File: config.mk
export PLATFORM = sky130hd
export DESIGN_NAME = sis_scsi_int_status
export DESIGN_NICKNAME = d
export VERILOG_FILES = /design/src/hdl/sis_pkg.sv /design/src/hdl/sis_scsi_int_status.sv
export SDC_FILE = /design/constraint.sdc
export NUM_CORES = 1
export LEC_CHECK = 0
export ABC_AREA = 1
export BUFFER_PORTS_ARGS = -buffer_cell sky130_fd_sc_hd__buf_2
export CAP_MARGIN = 20
export CORE_MARGIN = 4
export CORE_UTILIZATION = 35
export DETAILED_ROUTE_END_ITERATION = 7
export GPL_TIMING_DRIVEN = 0
export HOLD_SLACK_MARGIN = 0.03
export SLEW_MARGIN = 20
export SYNTH_ARGS = -nofsm -noshare
export SYNTH_HDL_FRONTEND = slang
export SYNTH_SLANG_ARGS = --single-unit
File: constraint.sdc
create_clock -name aclk -period 1.97 [get_ports aclk]
set_input_delay 0.0985 -clock aclk [delete_from_list [all_inputs] [get_ports aclk]]
set_output_delay 0.0985 -clock aclk [all_outputs]
set_load 0.01 [all_outputs]
File: src/hdl/sis_pkg.sv
// Package: register map, field positions and reset values of the SCSI interrupt status block
package sis_pkg;
  // Register indices; byte address is four times the index
  localparam logic [7:0] IDX_CTRL = 8'h00;
  localparam logic [7:0] IDX_SUMMARY = 8'h14;
  localparam logic [7:0] IDX_EN0 = 8'h40;
  localparam logic [7:0] IDX_EN1 = 8'h41;
  localparam logic [7:0] IDX_ST0 = 8'h42;
  localparam logic [7:0] IDX_ST1 = 8'h43;
  localparam logic [7:0] IDX_IDCFG = 8'h50;
  localparam int AW = 12;
  localparam logic [AW-1:0] ADDR_CTRL = {2'h0, IDX_CTRL, 2'h0};
  localparam logic [AW-1:0] ADDR_SUMMARY = {2'h0, IDX_SUMMARY, 2'h0};
  localparam logic [AW-1:0] ADDR_EN0 = {2'h0, IDX_EN0, 2'h0};
  localparam logic [AW-1:0] ADDR_EN1 = {2'h0, IDX_EN1, 2'h0};
  localparam logic [AW-1:0] ADDR_ST0 = {2'h0, IDX_ST0, 2'h0};
  localparam logic [AW-1:0] ADDR_ST1 = {2'h0, IDX_ST1, 2'h0};
  localparam logic [AW-1:0] ADDR_IDCFG = {2'h0, IDX_IDCFG, 2'h0};
  // First status register fields
  localparam int B_PM = 7;
  localparam int B_CMP = 6;
  localparam int B_SEL = 5;
  localparam int B_RSL = 4;
  localparam int B_SGE = 3;
  localparam int B_UDC = 2;
  localparam int B_RST = 1;
  localparam int B_PAR = 0;
  // Second status register fields; bits 7..3 reserved
  localparam int B_STO = 2;
  localparam int B_GEN = 1;
  localparam int B_HTH = 0;
  localparam int ST1_W = 3;
  // Control and id-config fields
  localparam int B_PAR_EN = 3;
  localparam int B_HOST_PAR_OFF = 2;
  localparam int B_RESP_SEL = 1;
  localparam int B_RESP_RESEL = 0;
  // Summary register fields
  localparam int B_SIP = 1;
  localparam int B_DIP = 0;
  // Reset values
  localparam logic [7:0] RST_BYTE = 8'h00;
  localparam logic [ST1_W-1:0] RST_ST1 = 3'h0;
  // AXI responses
  localparam logic [1:0] RESP_OKAY = 2'h0;
  localparam logic [1:0] RESP_SLVERR = 2'h2;
endpackage

File: src/hdl/sis_scsi_int_status.sv
// SCSI interrupt status registers with stacking, summary flag and latched request
`timescale 1ns/100ps

////////////////////////////////////////////////////////////////////////
// Status byte with stacking behind it
module sis_stack #(
  parameter int W = 8
) (
  input wire logic aclk,
  input wire logic aresetn,
  input wire logic [W-1:0] evt,
  input wire logic rd_clr,
  input wire logic stack_en,
  output logic [W-1:0] cur
);
  logic [W-1:0] stk;
  logic [W-1:0] next_cur;
  logic [W-1:0] next_stk;

  // Read drops visible bits; stacked and same-cycle events fall through
  assign next_cur = rd_clr ? (stk | evt) : (stack_en ? cur : (cur | evt));
  assign next_stk = rd_clr ? '0 : (stack_en ? (stk | evt) : stk);

  // Both held bytes clear at reset
  always_ff @(posedge aclk) begin
    if (!aresetn) begin
      cur <= '0;
      stk <= '0;
    end else begin
      cur <= next_cur;
      stk <= next_stk;
    end
  end
endmodule // sis_stack

////////////////////////////////////////////////////////////////////////
// Top: AXI4-Lite slave around the two status registers
module sis_scsi_int_status (
  input wire logic aclk,
  input wire logic aresetn,
  input wire logic [11:0] s_axi_awaddr,
  input wire logic s_axi_awvalid,
  output logic s_axi_awready,
  input wire logic [31:0] s_axi_wdata,
  input wire logic [3:0] s_axi_wstrb,
  input wire logic s_axi_wvalid,
  output logic s_axi_wready,
  output logic [1:0] s_axi_bresp,
  output logic s_axi_bvalid,
  input wire logic s_axi_bready,
  input wire logic [11:0] s_axi_araddr,
  input wire logic s_axi_arvalid,
  output logic s_axi_arready,
  output logic [31:0] s_axi_rdata,
  output logic [1:0] s_axi_rresp,
  output logic s_axi_rvalid,
  input wire logic s_axi_rready,
  input wire logic initiator_mode,
  input wire logic target_mode,
  input wire logic low_level_mode,
  input wire logic req_phase_evt,
  input wire logic [2:0] bus_phase,
  input wire logic [2:0] expected_phase,
  input wire logic atn_evt,
  input wire logic phase_change_evt,
  input wire logic arb_sel_done_evt,
  input wire logic selected_evt,
  input wire logic reselected_evt,
  input wire logic fifo_underflow_evt,
  input wire logic fifo_overflow_evt,
  input wire logic ack_evt,
  input wire logic offset_zero,
  input wire logic offset_over_evt,
  input wire logic residual_start_evt,
  input wire logic offset_outstanding,
  input wire logic disconnect_evt,
  input wire logic expected_disc,
  input wire logic scsi_rst_n,
  input wire logic scsi_par_err_evt,
  input wire logic host_par_err_evt,
  input wire logic sel_timeout_evt,
  input wire logic gen_timer_evt,
  input wire logic hs_timer_evt,
  input wire logic dma_int_pending_flag,
  output logic scsi_int_pending_flag,
  output logic scsi_irq
);
  logic [7:0] first_control_register;
  logic [7:0] chip_id_config_register;
  logic [7:0] scsi_int_enable_first;
  logic [sis_pkg::ST1_W-1:0] scsi_int_enable_second;
  logic [7:0] scsi_int_status_first;
  logic [sis_pkg::ST1_W-1:0] scsi_int_status_second;
  logic [11:0] aw_addr;
  logic [7:0] w_byte;
  logic w_lane0;
  logic rst_s1;
  logic rst_s2;
  logic rst_prev;
  logic rd0_seen;
  logic rd1_seen;

  ////////////////////////////////////////////////////////////////////
  // Bus reset pin: two-flop synchroniser, then falling-edge detect
  always_ff @(posedge aclk) begin
    if (!aresetn) begin
      rst_s1 <= 1'b1;
      rst_s2 <= 1'b1;
      rst_prev <= 1'b1;
    end else begin
      rst_s1 <= scsi_rst_n;
      rst_s2 <= rst_s1;
      rst_prev <= rst_s2;
    end
  end

  ////////////////////////////////////////////////////////////////////
  // Condition sources for the first status byte
  logic pm_evt;
  logic sge_evt;
  logic udc_evt;
  logic rst_evt;
  logic par_evt;
  logic par_en;
  logic [7:0] evt0;
  logic [sis_pkg::ST1_W-1:0] evt1;

  assign par_en = first_control_register[sis_pkg::B_PAR_EN];
  assign pm_evt = (initiator_mode & req_phase_evt & (bus_phase != expected_phase))
    | (target_mode & atn_evt)
    | (low_level_mode & phase_change_evt);
  assign sge_evt = fifo_underflow_evt | fifo_overflow_evt
    | (target_mode & ack_evt & offset_zero) | offset_over_evt
    | residual_start_evt
    | (initiator_mode & phase_change_evt & offset_outstanding);
  // Time-out counts as unexpected even outside initiator mode
  assign udc_evt = (initiator_mode & disconnect_evt & ~expected_disc)
    | (low_level_mode & disconnect_evt)
    | sel_timeout_evt;
  // Only the edge counts, so a long reset pulse raises one condition
  assign rst_evt = rst_prev & ~rst_s2;
  assign par_evt = par_en & (scsi_par_err_evt
    | (host_par_err_evt & ~first_control_register[sis_pkg::B_HOST_PAR_OFF]));

  // Bit packing of the event vectors
  always_comb begin
    evt0 = '0;
    evt0[sis_pkg::B_PM] = pm_evt;
    evt0[sis_pkg::B_CMP] = arb_sel_done_evt;
    evt0[sis_pkg::B_SEL] = selected_evt & chip_id_config_register[sis_pkg::B_RESP_SEL];
    evt0[sis_pkg::B_RSL] = reselected_evt
      & chip_id_config_register[sis_pkg::B_RESP_RESEL];
    evt0[sis_pkg::B_SGE] = sge_evt;
    evt0[sis_pkg::B_UDC] = udc_evt;
    evt0[sis_pkg::B_RST] = rst_evt;
    evt0[sis_pkg::B_PAR] = par_evt;
    evt1 = '0;
    evt1[sis_pkg::B_STO] = sel_timeout_evt;
    evt1[sis_pkg::B_GEN] = gen_timer_evt;
    evt1[sis_pkg::B_HTH] = hs_timer_evt;
  end

  ////////////////////////////////////////////////////////////////////
  // AXI4-Lite handshakes and decode
  logic aw_hs;
  logic w_hs;
  logic ar_hs;
  logic wr_fire;
  logic wr_mapped;
  logic rd0;
  logic rd1;
  logic rd_any;
  logic rd_mapped;
  logic [7:0] rd_byte;

  assign aw_hs = s_axi_awvalid & s_axi_awready;
  assign w_hs = s_axi_wvalid & s_axi_wready;
  assign ar_hs = s_axi_arvalid & s_axi_arready;
  // Both halves held and no answer outstanding
  assign wr_fire = ~s_axi_awready & ~s_axi_wready & ~s_axi_bvalid;
  assign wr_mapped = (aw_addr == sis_pkg::ADDR_CTRL) | (aw_addr == sis_pkg::ADDR_IDCFG)
    | (aw_addr == sis_pkg::ADDR_EN0) | (aw_addr == sis_pkg::ADDR_EN1)
    | (aw_addr == sis_pkg::ADDR_ST0) | (aw_addr == sis_pkg::ADDR_ST1)
    | (aw_addr == sis_pkg::ADDR_SUMMARY);
  assign rd0 = ar_hs & (s_axi_araddr == sis_pkg::ADDR_ST0);
  assign rd1 = ar_hs & (s_axi_araddr == sis_pkg::ADDR_ST1);
  assign rd_any = rd0 | rd1;

  // Read data select; status shows all bits regardless of enables
  always_comb begin
    rd_byte = sis_pkg::RST_BYTE;
    rd_mapped = 1'b1;
    if (s_axi_araddr == sis_pkg::ADDR_ST0) begin
      rd_byte = scsi_int_status_first;
    end else if (s_axi_araddr == sis_pkg::ADDR_ST1) begin
      rd_byte = {5'h00, scsi_int_status_second};
    end else if (s_axi_araddr == sis_pkg::ADDR_EN0) begin
      rd_byte = scsi_int_enable_first;
    end else if (s_axi_araddr == sis_pkg::ADDR_EN1) begin
      rd_byte = {5'h00, scsi_int_enable_second};
    end else if (s_axi_araddr == sis_pkg::ADDR_CTRL) begin
      rd_byte = first_control_register;
    end else if (s_axi_araddr == sis_pkg::ADDR_IDCFG) begin
      rd_byte = chip_id_config_register;
    end else if (s_axi_araddr == sis_pkg::ADDR_SUMMARY) begin
      rd_byte = {6'h00, scsi_int_pending_flag, dma_int_pending_flag};
    end else begin
      rd_mapped = 1'b0;
    end
  end

  // Write channel: take address and data in either order
  always_ff @(posedge aclk) begin
    if (!aresetn) begin
      s_axi_awready <= 1'b1;
      s_axi_wready <= 1'b1;
      s_axi_bvalid <= 1'b0;
      s_axi_bresp <= sis_pkg::RESP_OKAY;
      aw_addr <= '0;
      w_byte <= sis_pkg::RST_BYTE;
      w_lane0 <= 1'b0;
    end else begin
      if (aw_hs) begin
        s_axi_awready <= 1'b0;
        aw_addr <= s_axi_awaddr;
      end
      if (w_hs) begin
        s_axi_wready <= 1'b0;
        w_byte <= s_axi_wdata[7:0];
        w_lane0 <= s_axi_wstrb[0];
      end
      if (wr_fire) begin
        s_axi_bvalid <= 1'b1;
        s_axi_bresp <= wr_mapped ? sis_pkg::RESP_OKAY : sis_pkg::RESP_SLVERR;
      end else if (s_axi_bvalid & s_axi_bready) begin
        s_axi_bvalid <= 1'b0;
        s_axi_awready <= 1'b1;
        s_axi_wready <= 1'b1;
      end
    end
  end

  // Software registers; status is read-only and ignores writes
  always_ff @(posedge aclk) begin
    if (!aresetn) begin
      first_control_register <= sis_pkg::RST_BYTE;
      chip_id_config_register <= sis_pkg::RST_BYTE;
      scsi_int_enable_first <= sis_pkg::RST_BYTE;
      scsi_int_enable_second <= sis_pkg::RST_ST1;
    end else if (wr_fire & w_lane0) begin
      if (aw_addr == sis_pkg::ADDR_CTRL) begin
        first_control_register <= w_byte;
      end else if (aw_addr == sis_pkg::ADDR_IDCFG) begin
        chip_id_config_register <= w_byte;
      end else if (aw_addr == sis_pkg::ADDR_EN0) begin
        scsi_int_enable_first <= w_byte;
      end else if (aw_addr == sis_pkg::ADDR_EN1) begin
        scsi_int_enable_second <= w_byte[sis_pkg::ST1_W-1:0];
      end
    end
  end

  // Read channel: answer one cycle after the address is taken
  always_ff @(posedge aclk) begin
    if (!aresetn) begin
      s_axi_arready <= 1'b1;
      s_axi_rvalid <= 1'b0;
      s_axi_rdata <= '0;
      s_axi_rresp <= sis_pkg::RESP_OKAY;
    end else if (ar_hs) begin
      s_axi_arready <= 1'b0;
      s_axi_rvalid <= 1'b1;
      s_axi_rdata <= {24'h000000, rd_byte};
      s_axi_rresp <= rd_mapped ? sis_pkg::RESP_OKAY : sis_pkg::RESP_SLVERR;
    end else if (s_axi_rvalid & s_axi_rready) begin
      s_axi_rvalid <= 1'b0;
      s_axi_arready <= 1'b1;
    end
  end

  ////////////////////////////////////////////////////////////////////
  // Status bytes; stacking starts once the summary flag is up
  sis_stack #(.W(8)) u_st0 (
    .aclk(aclk),
    .aresetn(aresetn),
    .evt(evt0),
    .rd_clr(rd0),
    .stack_en(scsi_int_pending_flag),
    .cur(scsi_int_status_first)
  );

  sis_stack #(.W(sis_pkg::ST1_W)) u_st1 (
    .aclk(aclk),
    .aresetn(aresetn),
    .evt(evt1),
    .rd_clr(rd1),
    .stack_en(scsi_int_pending_flag),
    .cur(scsi_int_status_second)
  );

  ////////////////////////////////////////////////////////////////////
  // Summary flag and latched request
  logic both_read;
  logic any_status;
  logic irq_set;
  logic next_sip;
  logic next_irq;

  assign both_read = (rd0_seen | rd0) & (rd1_seen | rd1);
  assign any_status = (|scsi_int_status_first) | (|scsi_int_status_second);
  assign irq_set = (|(scsi_int_status_first & scsi_int_enable_first))
    | (|(scsi_int_status_second & scsi_int_enable_second));
  // Summary drops only when both bytes have been read since it rose
  assign next_sip = scsi_int_pending_flag ? ~both_read : any_status;
  // Read drops the request; stacked enabled bits raise it a cycle later
  assign next_irq = rd_any ? 1'b0 : (scsi_irq | irq_set);

  always_ff @(posedge aclk) begin
    if (!aresetn) begin
      scsi_int_pending_flag <= 1'b0;
      scsi_irq <= 1'b0;
      rd0_seen <= 1'b0;
      rd1_seen <= 1'b0;
    end else begin
      scsi_int_pending_flag <= next_sip;
      scsi_irq <= next_irq;
      rd0_seen <= scsi_int_pending_flag & ~both_read & (rd0_seen | rd0);
      rd1_seen <= scsi_int_pending_flag & ~both_read & (rd1_seen | rd1);
    end
  end
endmodule // sis_scsi_int_status

==> results.json <==
{
  "status": "finished clean",
  "yosys-top-cells-area": "dfxtp_1 43%, a21oi_1 9.4%, o21ai_0 7.4%, nand2_1 7.0%, inv_1 6.6%",
  "instances_no_fill": 900,
  "hold_path_class": "input pin to register",
  "dpl_cell_area_sq_um": 5060,
  "yosys_warnings": 0,
  "p_total_mw": 4.01,
  "cp_max_fo": 10,
  "cts_setup_buffers": 0,
  "regArea_sq_um": 1840,
  "num-fill-cells": 1197,
  "placedCellCount": 874,
  "place_hpwl_um": 9200,
  "drc": 0,
  "grt_first_pass_wirelength_um": 18900,
  "avgSynthCellArea_sq_um": 7.28,
  "cts_sinks": 92,
  "via_count": 4166,
  "synthCells": 595,
  "syn_area_sq_um": 4330,
  "grt_max_degree": 14,
  "drtPass1Iterations": 4,
  "worst_ep_arrival_time_ps": 1940,
  "worst_setup_path_end_kind": "register",
  "final_cell_area_sq_um": 5430,
  "grt_pass1_vias": 4003,
  "antenna_left": 0,
  "clk_latency_ps": 330,
  "antenna_cells": 0,
  "cts_buffers": 9,
  "wl_um": 11600,
  "ys_seq_elements": 92,
  "cts_max_level": 3,
  "ys_top_cells_by_count": "92 x dfxtp_1, 81 x a21oi_1, 81 x nand2_1",
  "fmax_mhz": 582,
  "routedWlPerCell_um": 12.9,
  "slew_headroom": 0.612,
  "grt-ovfl-total": 0,
  "fp.dieH_um": 119,
  "pin_count": 141,
  "tightest_slew_ps": 582,
  "viasPerCell": 4.63,
  "rsz0062_at_grt": "no",
  "finalCritPeriodShare": 0.873,
  "yosysMostFrequentCell": "dfxtp_1",
  "area_delta_synth_final_pct": 25.4,
  "yosys.area.top_type": "dfxtp_1",
  "ir_drop_uv": 436,
  "synth_top_flop_cell": "dfxtp_1",
  "synth_top_area_frac": 0.425,
  "dr.first_iter.drc_count": 213,
  "drive_above_1_share": 0.221,
  "cp-start-kind": "register",
  "cap_violations": 0,
  "final_nets": 826,
  "grt_use_total": 0.164,
  "cts_tree": "yes",
  "tns_ps": 0,
  "async_flop_share": 0,
  "multi_input_area_sq_um": 2000,
  "required_ps": 2190,
  "ys_types": 37,
  "rows": 40,
  "clock-root-buffer": "clkbuf_16",
  "start_util": 0.359,
  "antenna_found_initial": 0,
  "final_util": 0.450,
  "synth_edf_count": 0,
  "place_congestion": 0.880,
  "die_w_um": 119,
  "worstSetupPathType": "register to register",
  "clk_pin_slew_worst_paths_ps": 60,
  "drv_slew": 0,
  "synth_seq_area_share": 0.425,
  "dieArea_sq_um": 14200,
  "p_leak_nw": 2.34,
  "period_needed_ps": 1720,
  "setup_viol_count_final": 0,
  "skew_ps": 5.49,
  "powerDensity_nw_per_um2": 738,
  "coreArea_sq_um": 12100,
  "hold_viol_final": 0,
  "cts_buffer_depth": 2,
  "portBuffers": 86
}
-- metrics by stage --
step / hold slack [ps] / setup slack [ps]
global placement: 288 / 183
CTS: 30.9 / 115
floorplan: 205 / 542
global route: 53.7 / 90.3
finish: 37.3 / 251
detailed placement: 291 / 130
-- worst max-delay path, stage by stage (launching register included) --
cell and delay (ps):
dfxtp_1 340, nor3_2 310, nand2_1 120, clkinv_1 190, nand3_2 200, buf_2 240
o21ai_1 130, a21oi_1 50
-- cell type report --
type	instances	area share
Sequential cell	92	0.339
Inverter	81	0.0560
Clock buffer	12	0.0435
Multi-Input combinational cell	401	0.367
Tap cell	168	0.0387
Clock inverter	3	0.00276
Buffer	46	0.0530
Timing Repair Buffer	97	0.0995
-- sequential cells by signal, indices dropped and copies added (netlist names), 3 cells and up --
name,flops
scsi_int_enable_first,8
u_st0.cur,8
s_axi_rdata,8
first_control_register,8
chip_id_config_register,8
u_st1.stk,3
u_st1.cur,3
w_byte,8
aw_addr,12
u_st0.stk,8
scsi_int_enable_second,3
-- power by group --
part           total (mW)  switching (mW)  internal [mW]  leakage [nW]
clock network        1.50           0.658          0.842         0.126
registers            2.00          0.0586           1.94         0.752
logic               0.511           0.301          0.210          1.46
total                4.01            1.02           2.99          2.34
-- layout by cell type, fill, tap and decap left out, drive strengths merged, types with 4 or more instances in the layout --
cell type    Yosys  final
clkbuf          14     26
dlygate4sd3      0     11
dfxtp           92     92
a21oi           81     81
nand3           34     34
conb             1     26
nor2            56     56
nor3            11     11
nand2           86     86
buf             32    118
nand4           10     10
o21ai           76     76
clkinv           1      4
nor4             4      4
inv             80     80
-- kinds of logic (layout without fill, tap and decap cells) --
family | count (synthesis) | in the layout | synth area share
XOR/XNOR | 3 | 3 | 0.00607
other | 1 | 26 | 0.000866
AO/OA/AOI/OAI | 167 | 167 | 0.201
flip-flops | 92 | 92 | 0.425
AND/OR/NAND/NOR | 205 | 205 | 0.230
buffers and inverters | 127 | 239 | 0.137
-- worst paths after layout --
path                                    start                          to  slack (ps)  cells after the start
worst max register to register   s_axi_bvalid  chip_id_config_register[6]         250                      7
worst min register to register         rst_s1                      rst_s2         410                      1
worst min-delay path            gen_timer_evt                u_st1.stk[1]          40                      3
worst max-delay path             s_axi_bvalid  chip_id_config_register[6]         250                      7
-- routing by layer --
metal	track usage	part of all wire	wire length, um	vias to the layer above
met4	0.0587	0.021	246	0
li1	-	-	-	2176
met5	0	0	0	-
met1	0.204	0.45	5280	1839
met2	0.270	0.45	5260	133
met3	0.0470	0.072	837	18
-- timing repair --
| item | 4_1_cts | 5_1_grt |
|---|---|---|
| hold buffers | 11 | 0 |
| endpoints found under the setup margin | 0 | 2 |
| gates resized for setup | 0 | 1 |
| endpoints found under the hold margin | 13 | 0 |
No activity file was read; power rests on OpenSTA's default activity.
